===== src/include/dw_store_regs.vh =====
/*
 * constants for the doubleword store execution block: opcodes, fields,
 * register map and bit positions.
 * assumes it is included once by bare name from the design files.
 */
`ifndef DW_STORE_REGS_VH
`define DW_STORE_REGS_VH

// ==========================================================
// instruction encodings
`define OP_PRIMARY_X      6'h1f
`define OP_PRIMARY_DS     6'h3e
`define OP_PRIMARY_FD     6'h36
`define OP_PRIMARY_FDU    6'h37
`define XO_STORE_COND     10'h0d6
`define XO_STORE_UX       10'h0b5
`define XO_STORE_X        10'h095
`define DS_LOW_PLAIN      2'h0
`define DS_LOW_UPDATE     2'h1

// ==========================================================
// wishbone register map (byte offsets)
`define REG_CTRL          4'h0
`define REG_STATUS        4'h4
`define REG_IRQ_STAT      4'h8
`define REG_IRQ_MASK      4'hc

// ctrl bits
`define CTRL_MODE64       0
`define CTRL_ALIGN_TRAP   1
`define CTRL_RESET_VAL    2'h3

// event bits (irq status and mask)
`define EV_ILLEGAL        0
`define EV_INVALID_FORM   1
`define EV_ALIGN          2
`define EV_STORE_FAIL     3
`define EV_RESV_SNOOP     4
`define EV_WIDTH          5

// status bits
`define ST_RESV_VALID     0
`define ST_BUSY           1
`define ST_LAST_CR0_LO    4

// ==========================================================
// condition field bits
`define CR0_SUCCESS       3'h1
`define CR0_FAIL          3'h0

`endif


===== src/hw/ea_calc.v =====
/*
 * effective address generator for the doubleword stores.
 * assumes operands are stable for the cycle it is used in.
 */
`timescale 1ns/1ps
`default_nettype none
`include "dw_store_regs.vh"

module ea_calc #(
    parameter XLEN = 64
) (
    input wire [XLEN-1:0] base_val_i,
    input wire [XLEN-1:0] index_val_i,
    input wire [15:0] imm_i,
    input wire use_index_i,
    input wire scale_ds_i,
    input wire base_zero_i,
    output wire [XLEN-1:0] effective_address_o
);
    wire [XLEN-1:0] disp;
    wire [XLEN-1:0] offset;
    wire [XLEN-1:0] base_term;

    // [RULE9] ds field times four
    assign disp = scale_ds_i ?
        {{(XLEN-16){imm_i[15]}}, imm_i[15:2], 2'b00} :
        {{(XLEN-16){imm_i[15]}}, imm_i};
    assign offset = use_index_i ? index_val_i : disp;
    // [RULE14] base of zero means no base
    assign base_term = base_zero_i ? {XLEN{1'b0}} : base_val_i;
    assign effective_address_o = base_term + offset;
endmodule // ea_calc


===== src/hw/resv_unit.v =====
/*
 * reservation holder: valid flag plus doubleword address.
 * assumes set and clear pulses are single-cycle and synchronous.
 */
`timescale 1ns/1ps
`default_nettype none
`include "dw_store_regs.vh"

module resv_unit #(
    parameter XLEN = 64
) (
    input wire clk_i,
    input wire rst_i,
    input wire set_i,
    input wire [XLEN-1:0] set_addr_i,
    input wire clear_i,
    input wire snoop_valid_i,
    input wire [XLEN-1:0] snoop_addr_i,
    input wire [XLEN-1:0] cmp_addr_i,
    output reg valid_o,
    output wire match_o,
    output wire snoop_hit_o
);
    reg [XLEN-4:0] addr;

    // [RULE18] doubleword granular compare
    assign match_o = valid_o && (addr == cmp_addr_i[XLEN-1:3]);
    assign snoop_hit_o = snoop_valid_i && valid_o && (addr == snoop_addr_i[XLEN-1:3]);

    always @(posedge clk_i) begin
        if (rst_i) begin
            valid_o <= 1'b0;
            addr <= {(XLEN-3){1'b0}};
        end else if (set_i) begin
            // [RULE7] new reservation replaces old
            valid_o <= 1'b1;
            addr <= set_addr_i[XLEN-1:3];
        end else if (clear_i || snoop_hit_o) begin
            // [RULE7] store conditional or foreign store
            valid_o <= 1'b0;
        end
    end
endmodule // resv_unit


===== src/hw/dw_store_exec.v =====
/*
 * doubleword store decoder and executor with wishbone control registers.
 * assumes one instruction at a time, operands presented with issue_i,
 * and a memory port that accepts a request and later pulses mem_done_i.
 */
`timescale 1ns/1ps
`default_nettype none
`include "dw_store_regs.vh"

// Functional notes
// [RULE1] matching reservation: store and clear
// [RULE2] mismatching reservation: clear, no store
// [RULE3] no reservation: complete without writing
// [RULE4] cr0 bits 0-2 report store success
// [RULE5] summary overflow copied to cr0 bit 3
// [RULE6] misaligned conditional store raises alignment; code raises it only while the ctrl align trap bit is set
// [RULE7] reservation cleared by reserve, conditional, snoop
// [RULE8] 32-bit mode traps doubleword stores illegal
// [RULE9] update ds form scales displacement by four
// [RULE10] update ds form writes address back
// [RULE11] update ds with zero base invalid
// [RULE12] indexed update stores and writes base
// [RULE13] indexed update with zero base invalid
// [RULE14] indexed store, zero base uses index
// [RULE15] float store at base plus displacement
// [RULE16] float update writes base only without fault; code also skips the write for a zero base
// [RULE17] float stores leave cr0 and fpscr alone
// [RULE18] reservation is flag plus doubleword address
module dw_store_exec #(
    parameter XLEN = 64
) (
    input wire clk_i,
    input wire rst_i,
    // instruction issue
    input wire issue_i,
    input wire [31:0] instr_i,
    input wire [XLEN-1:0] base_val_i,
    input wire [XLEN-1:0] index_val_i,
    input wire [XLEN-1:0] source_gpr_val_i,
    input wire [63:0] source_fpr_val_i,
    input wire summary_overflow_i,
    output reg ready_o,
    output reg done_o,
    // load-and-reserve from elsewhere in the core
    input wire resv_set_i,
    input wire [XLEN-1:0] resv_addr_i,
    // snooped stores from other agents
    input wire snoop_valid_i,
    input wire [XLEN-1:0] snoop_addr_i,
    // data storage
    output reg mem_req_o,
    output reg [XLEN-1:0] mem_addr_o,
    output reg [63:0] mem_data_o,
    input wire mem_done_i,
    input wire mem_fault_i,
    // register file write back
    output reg gpr_we_o,
    output reg [4:0] gpr_waddr_o,
    output reg [XLEN-1:0] gpr_wdata_o,
    output reg cr0_we_o,
    output reg [3:0] cr0_o,
    // exceptions
    output reg illegal_o,
    output reg invalid_form_o,
    output reg align_o,
    output reg dsi_o,
    // wishbone
    input wire wb_cyc_i,
    input wire wb_stb_i,
    input wire wb_we_i,
    input wire [3:0] wb_adr_i,
    input wire [31:0] wb_dat_i,
    input wire [3:0] wb_sel_i,
    output reg [31:0] wb_dat_o,
    output reg wb_ack_o,
    output reg irq_o
);
    // ==========================================================
    // decode
    localparam S_IDLE = 2'h0;
    localparam S_MEM = 2'h1;
    localparam S_DONE = 2'h2;

    wire [5:0] primary = instr_i[31:26];
    wire [4:0] source_gpr_sel = instr_i[25:21];
    wire [4:0] base_gpr_sel = instr_i[20:16];
    wire [9:0] xo = instr_i[10:1];
    wire rc = instr_i[0];
    wire [1:0] ds_low = instr_i[1:0];
    wire base_zero = (base_gpr_sel == 5'h00);

    wire is_cond = (primary == `OP_PRIMARY_X) && (xo == `XO_STORE_COND) && rc;
    wire is_ux = (primary == `OP_PRIMARY_X) && (xo == `XO_STORE_UX) && !rc;
    wire is_x = (primary == `OP_PRIMARY_X) && (xo == `XO_STORE_X) && !rc;
    wire is_ds = (primary == `OP_PRIMARY_DS) && (ds_low == `DS_LOW_PLAIN);
    wire is_dsu = (primary == `OP_PRIMARY_DS) && (ds_low == `DS_LOW_UPDATE);
    wire is_fd = (primary == `OP_PRIMARY_FD);
    wire is_fdu = (primary == `OP_PRIMARY_FDU);
    wire is_int = is_cond | is_ux | is_x | is_ds | is_dsu;
    wire is_fp = is_fd | is_fdu;

    wire [XLEN-1:0] effective_address;
    ea_calc #(.XLEN(XLEN)) u_ea (
        .base_val_i(base_val_i),
        .index_val_i(index_val_i),
        .imm_i(instr_i[15:0]),
        .use_index_i(is_cond | is_ux | is_x),
        .scale_ds_i(is_ds | is_dsu),
        .base_zero_i(base_zero),
        .effective_address_o(effective_address)
    );

    // ==========================================================
    // control registers
    reg [1:0] ctrl;
    reg [5:0] irq_stat;
    reg [5:0] irq_mask;
    reg [3:0] last_cr0;
    reg [1:0] state;
    reg [5:0] ev;
    reg resv_clear;
    wire resv_valid;
    wire resv_match;
    wire snoop_hit;
    wire mode64 = ctrl[`CTRL_MODE64];

    resv_unit #(.XLEN(XLEN)) u_resv (
        .clk_i(clk_i),
        .rst_i(rst_i),
        .set_i(resv_set_i),
        .set_addr_i(resv_addr_i),
        .clear_i(resv_clear),
        .snoop_valid_i(snoop_valid_i),
        .snoop_addr_i(snoop_addr_i),
        .cmp_addr_i(effective_address),
        .valid_o(resv_valid),
        .match_o(resv_match),
        .snoop_hit_o(snoop_hit)
    );

    // ==========================================================
    // execution
    reg upd_pending;
    reg cond_pending;
    reg [XLEN-1:0] held_ea;
    reg [4:0] held_base;

    always @(posedge clk_i) begin
        if (rst_i) begin
            state <= S_IDLE;
            ready_o <= 1'b1;
            done_o <= 1'b0;
            mem_req_o <= 1'b0;
            mem_addr_o <= {XLEN{1'b0}};
            mem_data_o <= 64'h0;
            gpr_we_o <= 1'b0;
            gpr_waddr_o <= 5'h00;
            gpr_wdata_o <= {XLEN{1'b0}};
            cr0_we_o <= 1'b0;
            cr0_o <= 4'h0;
            illegal_o <= 1'b0;
            invalid_form_o <= 1'b0;
            align_o <= 1'b0;
            dsi_o <= 1'b0;
            upd_pending <= 1'b0;
            cond_pending <= 1'b0;
            held_ea <= {XLEN{1'b0}};
            held_base <= 5'h00;
            last_cr0 <= 4'h0;
            resv_clear <= 1'b0;
            ev <= 6'h00;
        end else begin
            done_o <= 1'b0;
            gpr_we_o <= 1'b0;
            cr0_we_o <= 1'b0;
            illegal_o <= 1'b0;
            invalid_form_o <= 1'b0;
            align_o <= 1'b0;
            dsi_o <= 1'b0;
            resv_clear <= 1'b0;
            ev <= 6'h00;
            case (state)
                S_IDLE: begin
                    if (issue_i && (is_int || is_fp)) begin
                        held_ea <= effective_address;
                        held_base <= base_gpr_sel;
                        mem_addr_o <= effective_address;
                        mem_data_o <= is_fp ? source_fpr_val_i : source_gpr_val_i;
                        ready_o <= 1'b0;
                        state <= S_DONE;
                        if (is_int && !mode64) begin
                            // [RULE8] doubleword stores illegal in 32-bit mode
                            illegal_o <= 1'b1;
                            ev[`EV_ILLEGAL] <= 1'b1;
                        end else if ((is_dsu || is_ux) && base_zero) begin
                            // [RULE11] [RULE13] zero base with update
                            invalid_form_o <= 1'b1;
                            ev[`EV_INVALID_FORM] <= 1'b1;
                        end else if (is_cond) begin
                            // [RULE7] any conditional store not trapped as illegal clears reservation
                            resv_clear <= 1'b1;
                            // [RULE5] summary overflow to bit 3 position
                            cr0_o <= {3'b000, summary_overflow_i};
                            if (effective_address[2:0] != 3'h0 && ctrl[`CTRL_ALIGN_TRAP]) begin
                                // [RULE6] misaligned: alignment exception
                                align_o <= 1'b1;
                                ev[`EV_ALIGN] <= 1'b1;
                            end else if (resv_match) begin
                                // [RULE1] matching reservation stores
                                mem_req_o <= 1'b1;
                                cond_pending <= 1'b1;
                                state <= S_MEM;
                            end else begin
                                // [RULE2] [RULE3] no store, report failure
                                // [RULE4] failure code in cr0
                                cr0_o <= {`CR0_FAIL, summary_overflow_i};
                                cr0_we_o <= 1'b1;
                                last_cr0 <= {`CR0_FAIL, summary_overflow_i};
                                ev[`EV_STORE_FAIL] <= 1'b1;
                            end
                        end else begin
                            // [RULE9] [RULE12] [RULE14] [RULE15] plain store
                            mem_req_o <= 1'b1;
                            // [RULE10] [RULE12] [RULE16] update after store
                            upd_pending <= is_dsu | is_ux | (is_fdu & !base_zero);
                            state <= S_MEM;
                        end
                    end
                end
                S_MEM: begin
                    if (mem_done_i) begin
                        mem_req_o <= 1'b0;
                        state <= S_DONE;
                        upd_pending <= 1'b0;
                        cond_pending <= 1'b0;
                        if (mem_fault_i) begin
                            // [RULE16] fault suppresses base update
                            dsi_o <= 1'b1;
                        end else if (upd_pending) begin
                            gpr_we_o <= 1'b1;
                            gpr_waddr_o <= held_base;
                            gpr_wdata_o <= held_ea;
                        end
                        if (cond_pending) begin
                            // [RULE4] success code when performed
                            cr0_o <= {mem_fault_i ? `CR0_FAIL : `CR0_SUCCESS, cr0_o[0]};
                            cr0_we_o <= 1'b1;
                            last_cr0 <= {mem_fault_i ? `CR0_FAIL : `CR0_SUCCESS, cr0_o[0]};
                        end
                        // [RULE17] float stores never touch cr0
                    end
                end
                S_DONE: begin
                    done_o <= 1'b1;
                    ready_o <= 1'b1;
                    state <= S_IDLE;
                end
                default: state <= S_IDLE;
            endcase
            if (snoop_hit) begin
                ev[`EV_RESV_SNOOP] <= 1'b1;
            end
        end
    end

    // ==========================================================
    // wishbone slave, one wait cycle, ack drops after one
    wire wb_req = wb_cyc_i && wb_stb_i && !wb_ack_o;
    wire wb_wr = wb_req && wb_we_i && wb_sel_i[0];

    always @(posedge clk_i) begin
        if (rst_i) begin
            wb_ack_o <= 1'b0;
            wb_dat_o <= 32'h0;
            ctrl <= `CTRL_RESET_VAL;
            irq_mask <= 6'h00;
            irq_stat <= 6'h00;
            irq_o <= 1'b0;
        end else begin
            wb_ack_o <= wb_req;
            // set wins over write-one-to-clear
            irq_stat <= (irq_stat & ~((wb_wr && wb_adr_i == `REG_IRQ_STAT) ?
                wb_dat_i[5:0] : 6'h00)) | ev;
            irq_o <= |(irq_stat & irq_mask);
            if (wb_wr && wb_adr_i == `REG_CTRL) begin
                ctrl <= wb_dat_i[1:0];
            end
            if (wb_wr && wb_adr_i == `REG_IRQ_MASK) begin
                irq_mask <= wb_dat_i[5:0];
            end
            if (wb_req) begin
                case (wb_adr_i)
                    `REG_CTRL: wb_dat_o <= {30'h0, ctrl};
                    `REG_STATUS: wb_dat_o <= {24'h0, last_cr0, 2'h0, ~ready_o, resv_valid};
                    `REG_IRQ_STAT: wb_dat_o <= {26'h0, irq_stat};
                    `REG_IRQ_MASK: wb_dat_o <= {26'h0, irq_mask};
                    default: wb_dat_o <= 32'h0;
                endcase
            end
        end
    end
endmodule // dw_store_exec
`default_nettype wire


===== config.mk =====
export PLATFORM = sky130hd
export DESIGN_NAME = dw_store_exec
export DESIGN_NICKNAME = d
export VERILOG_FILES = /design/src/hw/ea_calc.v /design/src/hw/resv_unit.v /design/src/hw/dw_store_exec.v
export VERILOG_INCLUDE_DIRS = /design/src /design/src/include
export SDC_FILE = /design/constraint.sdc
export NUM_CORES = 1
export LEC_CHECK = 0
export BUFFER_PORTS_ARGS = -buffer_cell sky130_fd_sc_hd__buf_2
export CORE_AREA = 2 2 279 281
export DETAILED_ROUTE_END_ITERATION = 8
export DIE_AREA = 0 0 281 283
export GPL_TIMING_DRIVEN = 0
export PLACE_DENSITY = 0.56
export SLEW_MARGIN = 10
export SYNTH_ARGS = -nofsm -noshare
export SYNTH_HDL_FRONTEND = slang
export SYNTH_SLANG_ARGS = --single-unit

===== constraint.sdc =====
create_clock -name clk_i -period 7.65 [get_ports clk_i]
set_clock_uncertainty 0.2 [all_clocks]
set_input_delay 0.765 -clock clk_i [delete_from_list [all_inputs] [get_ports clk_i]]
set_output_delay 0.765 -clock clk_i [all_outputs]
set_load 0.01 [all_outputs]

=== After elaboration in Yosys (flattened, before gate mapping) ===
Index checks and enable logic that the tools add are counted.

* $add $sub $neg: 1
* Equality and inequality tests: 27
* Multiplexer cells: 70
* Bitwise gates (word level): 22
* Reduce and logical (&&, ||, !) cells: 54

{| class="wikitable"
|+ Operators with widths
! operator !! number
|-
| 64-bit two-way mux || 3
|-
| 61-bit == test || 2
|-
| 64-bit adder || 1
|-
| 4-bit two-way mux || 14
|-
| 1-bit two-way mux || 35
|-
| 8-bit case mux with 4 select lines || 1
|-
| 10-bit by 8-bit == test with 1-bit output (second input constant) || 3
|-
| 1-bit logical AND || 22
|-
| 2-bit != test (second input constant) || 10
|-
| 6-bit == test (second input constant) || 3
|-
| 2-bit two-way mux || 8
|-
| 4-bit case mux with 2 select lines || 2
|-
| 7-bit AND reduction || 2
|-
| 6-bit bitwise AND || 2
|-
| 6-bit AND reduction || 2
|-
| 6-bit OR reduction || 2
|-
| 1-bit case mux with 2 select lines || 5
|-
| 1-bit inverter || 9
|-
| 9-bit AND reduction || 1
|-
| 4-bit == test (second input constant) || 2
|-
| 1-bit OR || 8
|-
| 8-bit AND reduction || 1
|-
| 4-bit OR reduction || 2
|-
| 6-bit by 5-bit == test with 1-bit output (second input constant) || 1
|-
| other kinds (20) || 33
|}

* Register bits after elaboration: 338
* Bits of input ports: 467
* Output and inout port bits: 244

=== Longest topological paths before layout ===
* Depth after elaboration: 16
* Gate-level depth with buffers: 23
* Depth with buffers taken out: 20

=== Cells and area by module ===
Synthesis repeated with hierarchy kept, for this count alone.

* Cells, all modules: 2,339
* Area total of the unflattened synthesis: 18,530.3 um2

{| class="wikitable"
|+ Modules (own cells, without submodules)
! module !! times used !! cells an instance !! area each (um2)
|-
| dw_store_exec || 1 || 1,134 || 9,699.3
|-
| ea_calc || 1 || 823 || 5,286.3
|-
| resv_unit || 1 || 382 || 3,544.6
|}

=== Least setup slack after synthesis ===
OpenSTA, ideal clock, no wires.

* Path kind: in2reg
* From: input instr_i[31]
* To: register mem_req_o
* Setup time: 0.079 ns
* Arrival: 6.938 ns
* Required time: 7.371 ns
* Path slack: 0.433 ns
* Cell stages on the path: 20
* Path buffers: 2
* Path through: or3b_2 > nor4_1 > and2_1 > buf_1 > clkbuf_1 > mux2_2 > fa_1 > a21o_2 > a221o_1 > a211oi_4 > nor2_1 > o211a_1 > or4b_1 > or4_1 > nor4b_2 > and4b_1 > nand4b_2 > a2111oi_2 > nor2_1 > a211oi_2

* Longest elaborated chain between the ends: 11

{| class="wikitable"
|+ Ends and longest elaborated chain
! element !! line !! text
|-
| start: declaration || dw_store_exec.v:36 || <nowiki>input wire [31:0] instr_i,</nowiki>
|-
| 6-bit by 5-bit == test with 1-bit output (no line) || -- ||
|-
| 1-bit logical AND (on tied branches) (2 in a row) || dw_store_exec.v:92, dw_store_exec.v:93 ||
|-
| 1-bit OR (2 in a row) || dw_store_exec.v:99, dw_store_exec.v:107 ||
|-
| 64-bit two-way mux / 1-bit OR (equally long branches) || ea_calc.v:28, dw_store_exec.v:99 ||
|-
| 64-bit adder / 1-bit OR (equally long branches) || ea_calc.v:31, dw_store_exec.v:99 ||
|-
| 61-bit == test (tied with other cells) || resv_unit.v:27 || <nowiki>assign match_o = valid_o && (addr == cmp_addr_i[XLEN-1:3]);</nowiki>
|-
| 1-bit logical AND (on tied branches) || resv_unit.v:27, dw_store_exec.v:184, dw_store_exec.v:204 ||
|-
| 3-bit != test (no line) / 2-bit != test (equally long branches) || -- ||
|-
| 7-bit AND reduction (no line) || -- ||
|-
| end signal: assignment || dw_store_exec.v:153 || <nowiki>mem_req_o <= 1'b0;</nowiki>
|-
| end signal: assignment || dw_store_exec.v:210 || <nowiki>mem_req_o <= 1'b1;</nowiki>
|-
| end signal: assignment || dw_store_exec.v:223 || <nowiki>mem_req_o <= 1'b1;</nowiki>
|-
| end: declaration || dw_store_exec.v:51 || <nowiki>output reg mem_req_o,</nowiki>
|}

Several ways; a longest one is shown, not always the timed one. The select of a mux whose other input is x is not followed.
A chain may end at the register's enable or synchronous reset.

=== Worst setup path after layout ===
* From: input instr_i[9]
* To: register mem_req_o

* Longest elaborated chain between the ends: 11

{| class="wikitable"
|+ Ends and longest elaborated chain
! element !! line
|-
| 10-bit by 8-bit == test with 1-bit output (no line) || --
|-
| 1-bit logical AND (on tied branches) (2 in a row) || dw_store_exec.v:92, dw_store_exec.v:93
|-
| 1-bit OR (2 in a row) || dw_store_exec.v:99, dw_store_exec.v:107
|-
| 64-bit two-way mux / 1-bit OR (equally long branches) || ea_calc.v:28, dw_store_exec.v:99
|-
| 64-bit adder / 1-bit OR (equally long branches) || ea_calc.v:31, dw_store_exec.v:99
|-
| 61-bit == test (tied with other cells) || resv_unit.v:27
|-
| 1-bit logical AND (on tied branches) || resv_unit.v:27, dw_store_exec.v:184, dw_store_exec.v:204
|-
| 3-bit != test (no line) / 2-bit != test (equally long branches) || --
|-
| 7-bit AND reduction (no line) || --
|}

Several ways; a longest one is shown, not always the timed one. The select of a mux whose other input is x is not followed.

==> flow_summary_export.csv <==
group,metric,value,unit
outcome,run_status,"complete, no violations",
cells_and_area,final_common_cell,"buf_2",
global_route,grt_pass1_wl,163000,um
pwr,power_density,181,nW/um^2
synth,seq_area_frac_synth,29.3,%
flow_run,drv_cap,0,
cells_and_area,final_area,27000,sq um
synth,synth_area,20900,sq um
clocking,cts_tree,"yes",
critical_path,path_class,"in -> reg",
routing,ant_nets,0,
sta,finalHoldViolations,0,
routing,via_per_inst,5.34,
worst_hold_path,hold_path_class,"in -> reg",
floorplan,io_pins,711,
synth,synth_seq_cells,306,
placement,placed_area,25600,sq um
pwr,ir_drop,0.000107,V
routing,drt_first_pass_iters,6,
sta,setup_violations,0,
synth,synth.distinct_cells,97,
clocking,cts_hold_buf,0,
clocking,clkTransAtPathRegs,0.06,ns
sta,worst_pin_slew,1.35,ns
cells_and_area,nets,3964,
floorplan,fp.dieH,283,um
cells_and_area,final_cell_mix,"buf_2, nand2_1, nor2_1",
clocking,clock_sinks,306,
synth,postSynthAreaPerCell,7.67,sq um
routing,vias,24000,
global_route,grt_max_degree,14,
critical_path,worstSetupStartpointType,"input port",
clocking,cts_inserted_buffers,36,
global_route,gr-total-overflow,0,
sta,fin_crit,7.49,ns
pwr,p_leak,11.4,nW
sta,holdWs,0.217,ns
floorplan,die_area,79500,sq um
routing,drt_wl_total,117000,um
floorplan,die_x,281,um
placement,numPortBuffers,637,
routing,drc,0,
critical_path,critPathMaxFanout,10,
sta,worst_slack,0.161,ns
floorplan,initial_utilization,27.3,%
sta,maxSlewViolCount,0,
synth,synthCells,2729,
sta,maxSlewHeadroom,8.64,%
placement,dp_cells,4435,
clocking,cts.path.max_buffers,3,
clocking,root_buffer,"clkbuf_16",
global_route,gr-usage-met1,34.9,%
critical_path,critPathArrivalTime,7.77,ns
floorplan,rows,102,
cells_and_area,instances_no_fill,4505,
synth,async_flop_share,0,%
placement,dp_slack,-2.10,ns
critical_path,crit_required,7.93,ns
routing,drt_iter0_markers,2014,
critical_path,cp-end-kind,"register",
synth,yosysWarnings,0,
placement,routabilityCongestion,1.04,
global_route,grtUsageTotal,28.4,%
clocking,insertion_delay,0.57,ns
routing,avgRoutedWirePerCell,26.1,um
global_route,antenna_found_initial,11,
placement,dp_hpwl,99800,um
synth,synth_edf_count,0,
global_route,busiest_layer,"met2",
floorplan,core,76700,sq um
sta,max_freq,134,MHz
synth,yosys_most_used_dff,"dfxtp_1",
cells_and_area,layout-drive-gt1-share,24.6,%
clocking,cts_max_level,2,
cells_and_area,final_util,35.2,%
global_route,grt_pass1_vias,23000,
cells_and_area,areaGrowthSynthToFinish,29.0,%
global_route,grt.met2_usage,47.7,%
sta,finalCritPeriodShare,97.9,%
global_route,gr-usage-met3,4.99,%
## cells in the mapped netlist, types with 15 or more instances
master    count  share of area (%)
a21boi_0     15               0.54
xor2_1       39                1.6
nand3_1      34               0.81
a22oi_1      18               0.65
a211oi_1     86                3.1
mux2i_1     143                6.8
nor3_1       51                1.2
nand4_1      71                2.1
xnor2_1      89                3.7
buf_4        28                1.0
ha_1         63                3.8
nor4_1       28               0.84
nor2_1      314                5.6
inv_1        49               0.88
a21oi_1     264                6.3
clkbuf_1    146                2.6
nand2_1     381                6.8
dfxtp_1     306                 29
a21o_1       73                2.6
o21ai_0      88                2.1
a31oi_1      18               0.54
nor2b_1      77                2.3
## critical path, cell delays in order
cell and delay, ns:
buf_2 0.10, or2_2 0.37, nor4_2 0.28, buf_4 0.21, and2_2 0.24, buf_6 0.21, clkbuf_4 0.23, o21ai_0 0.11
ha_1 0.28, fa_2 0.50, a21o_2 0.29, a221o_2 0.45, a22oi_1 0.58, a21boi_0 0.39, nor2_2 0.38, o211ai_1 0.15
a2111oi_0 0.49, nand4_1 0.22, nor4_2 0.49, nand4b_2 0.31, a2111oi_4 0.43, nor2_1 0.08, a211oi_2 0.19
## power breakdown
part           total (W)  switching, W  leakage (nW)  internal, W
registers        0.00169     0.0000635          2.48      0.00162
clock network    0.00178      0.000742         0.589      0.00104
logic            0.00141      0.000914          8.28     0.000499
## what timing repair did
| action | in CTS | in global routing |
|---|---|---|
| endpoints found under the setup margin | 8 | 8 |
| pin swaps | 2 | 3 |
| buffers inserted | 3 | 4 |
| gates resized for setup | 31 | 39 |
## final timing paths
kind,from,end,slack [ns],cells after the start
worst max-delay path,instr_i[9],mem_req_o$_SDFFE_PP0P_,0.16,23
worst min-delay path,wb_dat_i[5],irq_stat[5]$_SDFF_PP0_,0.22,2
worst max register to register,u_resv.addr[57]$_SDFFE_PP0P_,mem_req_o$_SDFFE_PP0P_,2.88,12
worst min register to register,gpr_wdata_o[1]$_SDFFE_PP0P_,gpr_wdata_o[1]$_SDFFE_PP0P_,0.25,2
## cells by family (layout without fill, tap and decap cells)
| kind of cell | Yosys count | in the layout | synth area share [%] |
|---|---|---|---|
| buffers and inverters | 250 | 955 | 5.31 |
| xor gates and xnor gates | 140 | 140 | 6.70 |
| other | 1 | 32 | 0.0179 |
| and+or+nand+nor | 1064 | 1064 | 23.7 |
| AOI/OAI and AO/OA | 746 | 746 | 23.4 |
| DFF | 306 | 306 | 29.3 |
| adders and majority gates | 64 | 64 | 3.86 |
| muxes | 158 | 158 | 7.75 |
## cell type report
class                   count  area (sq um)
repair buffers            646          3260
plain buffers             194           927
fillers                  8330         49700
clock buffers              50          1000
inverters                  49           184
clock inverters            16           213
well taps                1040          1300
diodes                      4          10.0
multi-input cells        2200         14000
flip-flops and latches    306          6130
## registers in the layout (all words and copies together), names as in the netlist, 2 cells and up
name         count
cr0_o            2
ctrl             2
ev               5
gpr_waddr_o      5
gpr_wdata_o     64
held_base        5
held_ea         64
irq_mask         6
irq_stat         6
last_cr0         2
mem_data_o      64
state            2
u_resv.addr     61
wb_dat_o         6
## per-stage QoR
stage	TNS, ns	power [W]
after detailed placement	-14.18	0.00307
final	0	0.00488
after global placement	-45.28	0.00307
after global routing	-0.00526	0.00506
after floorplan	0	0.00248
after CTS	0	0.00486
## per-layer routing
metal,up-vias,share of wire (%)
li1,11200,-
met1,11500,40
met2,1129,46
met3,256,7.6
met4,10,5.6
met5,-,0.050
(Power assumes the default switching activity.)
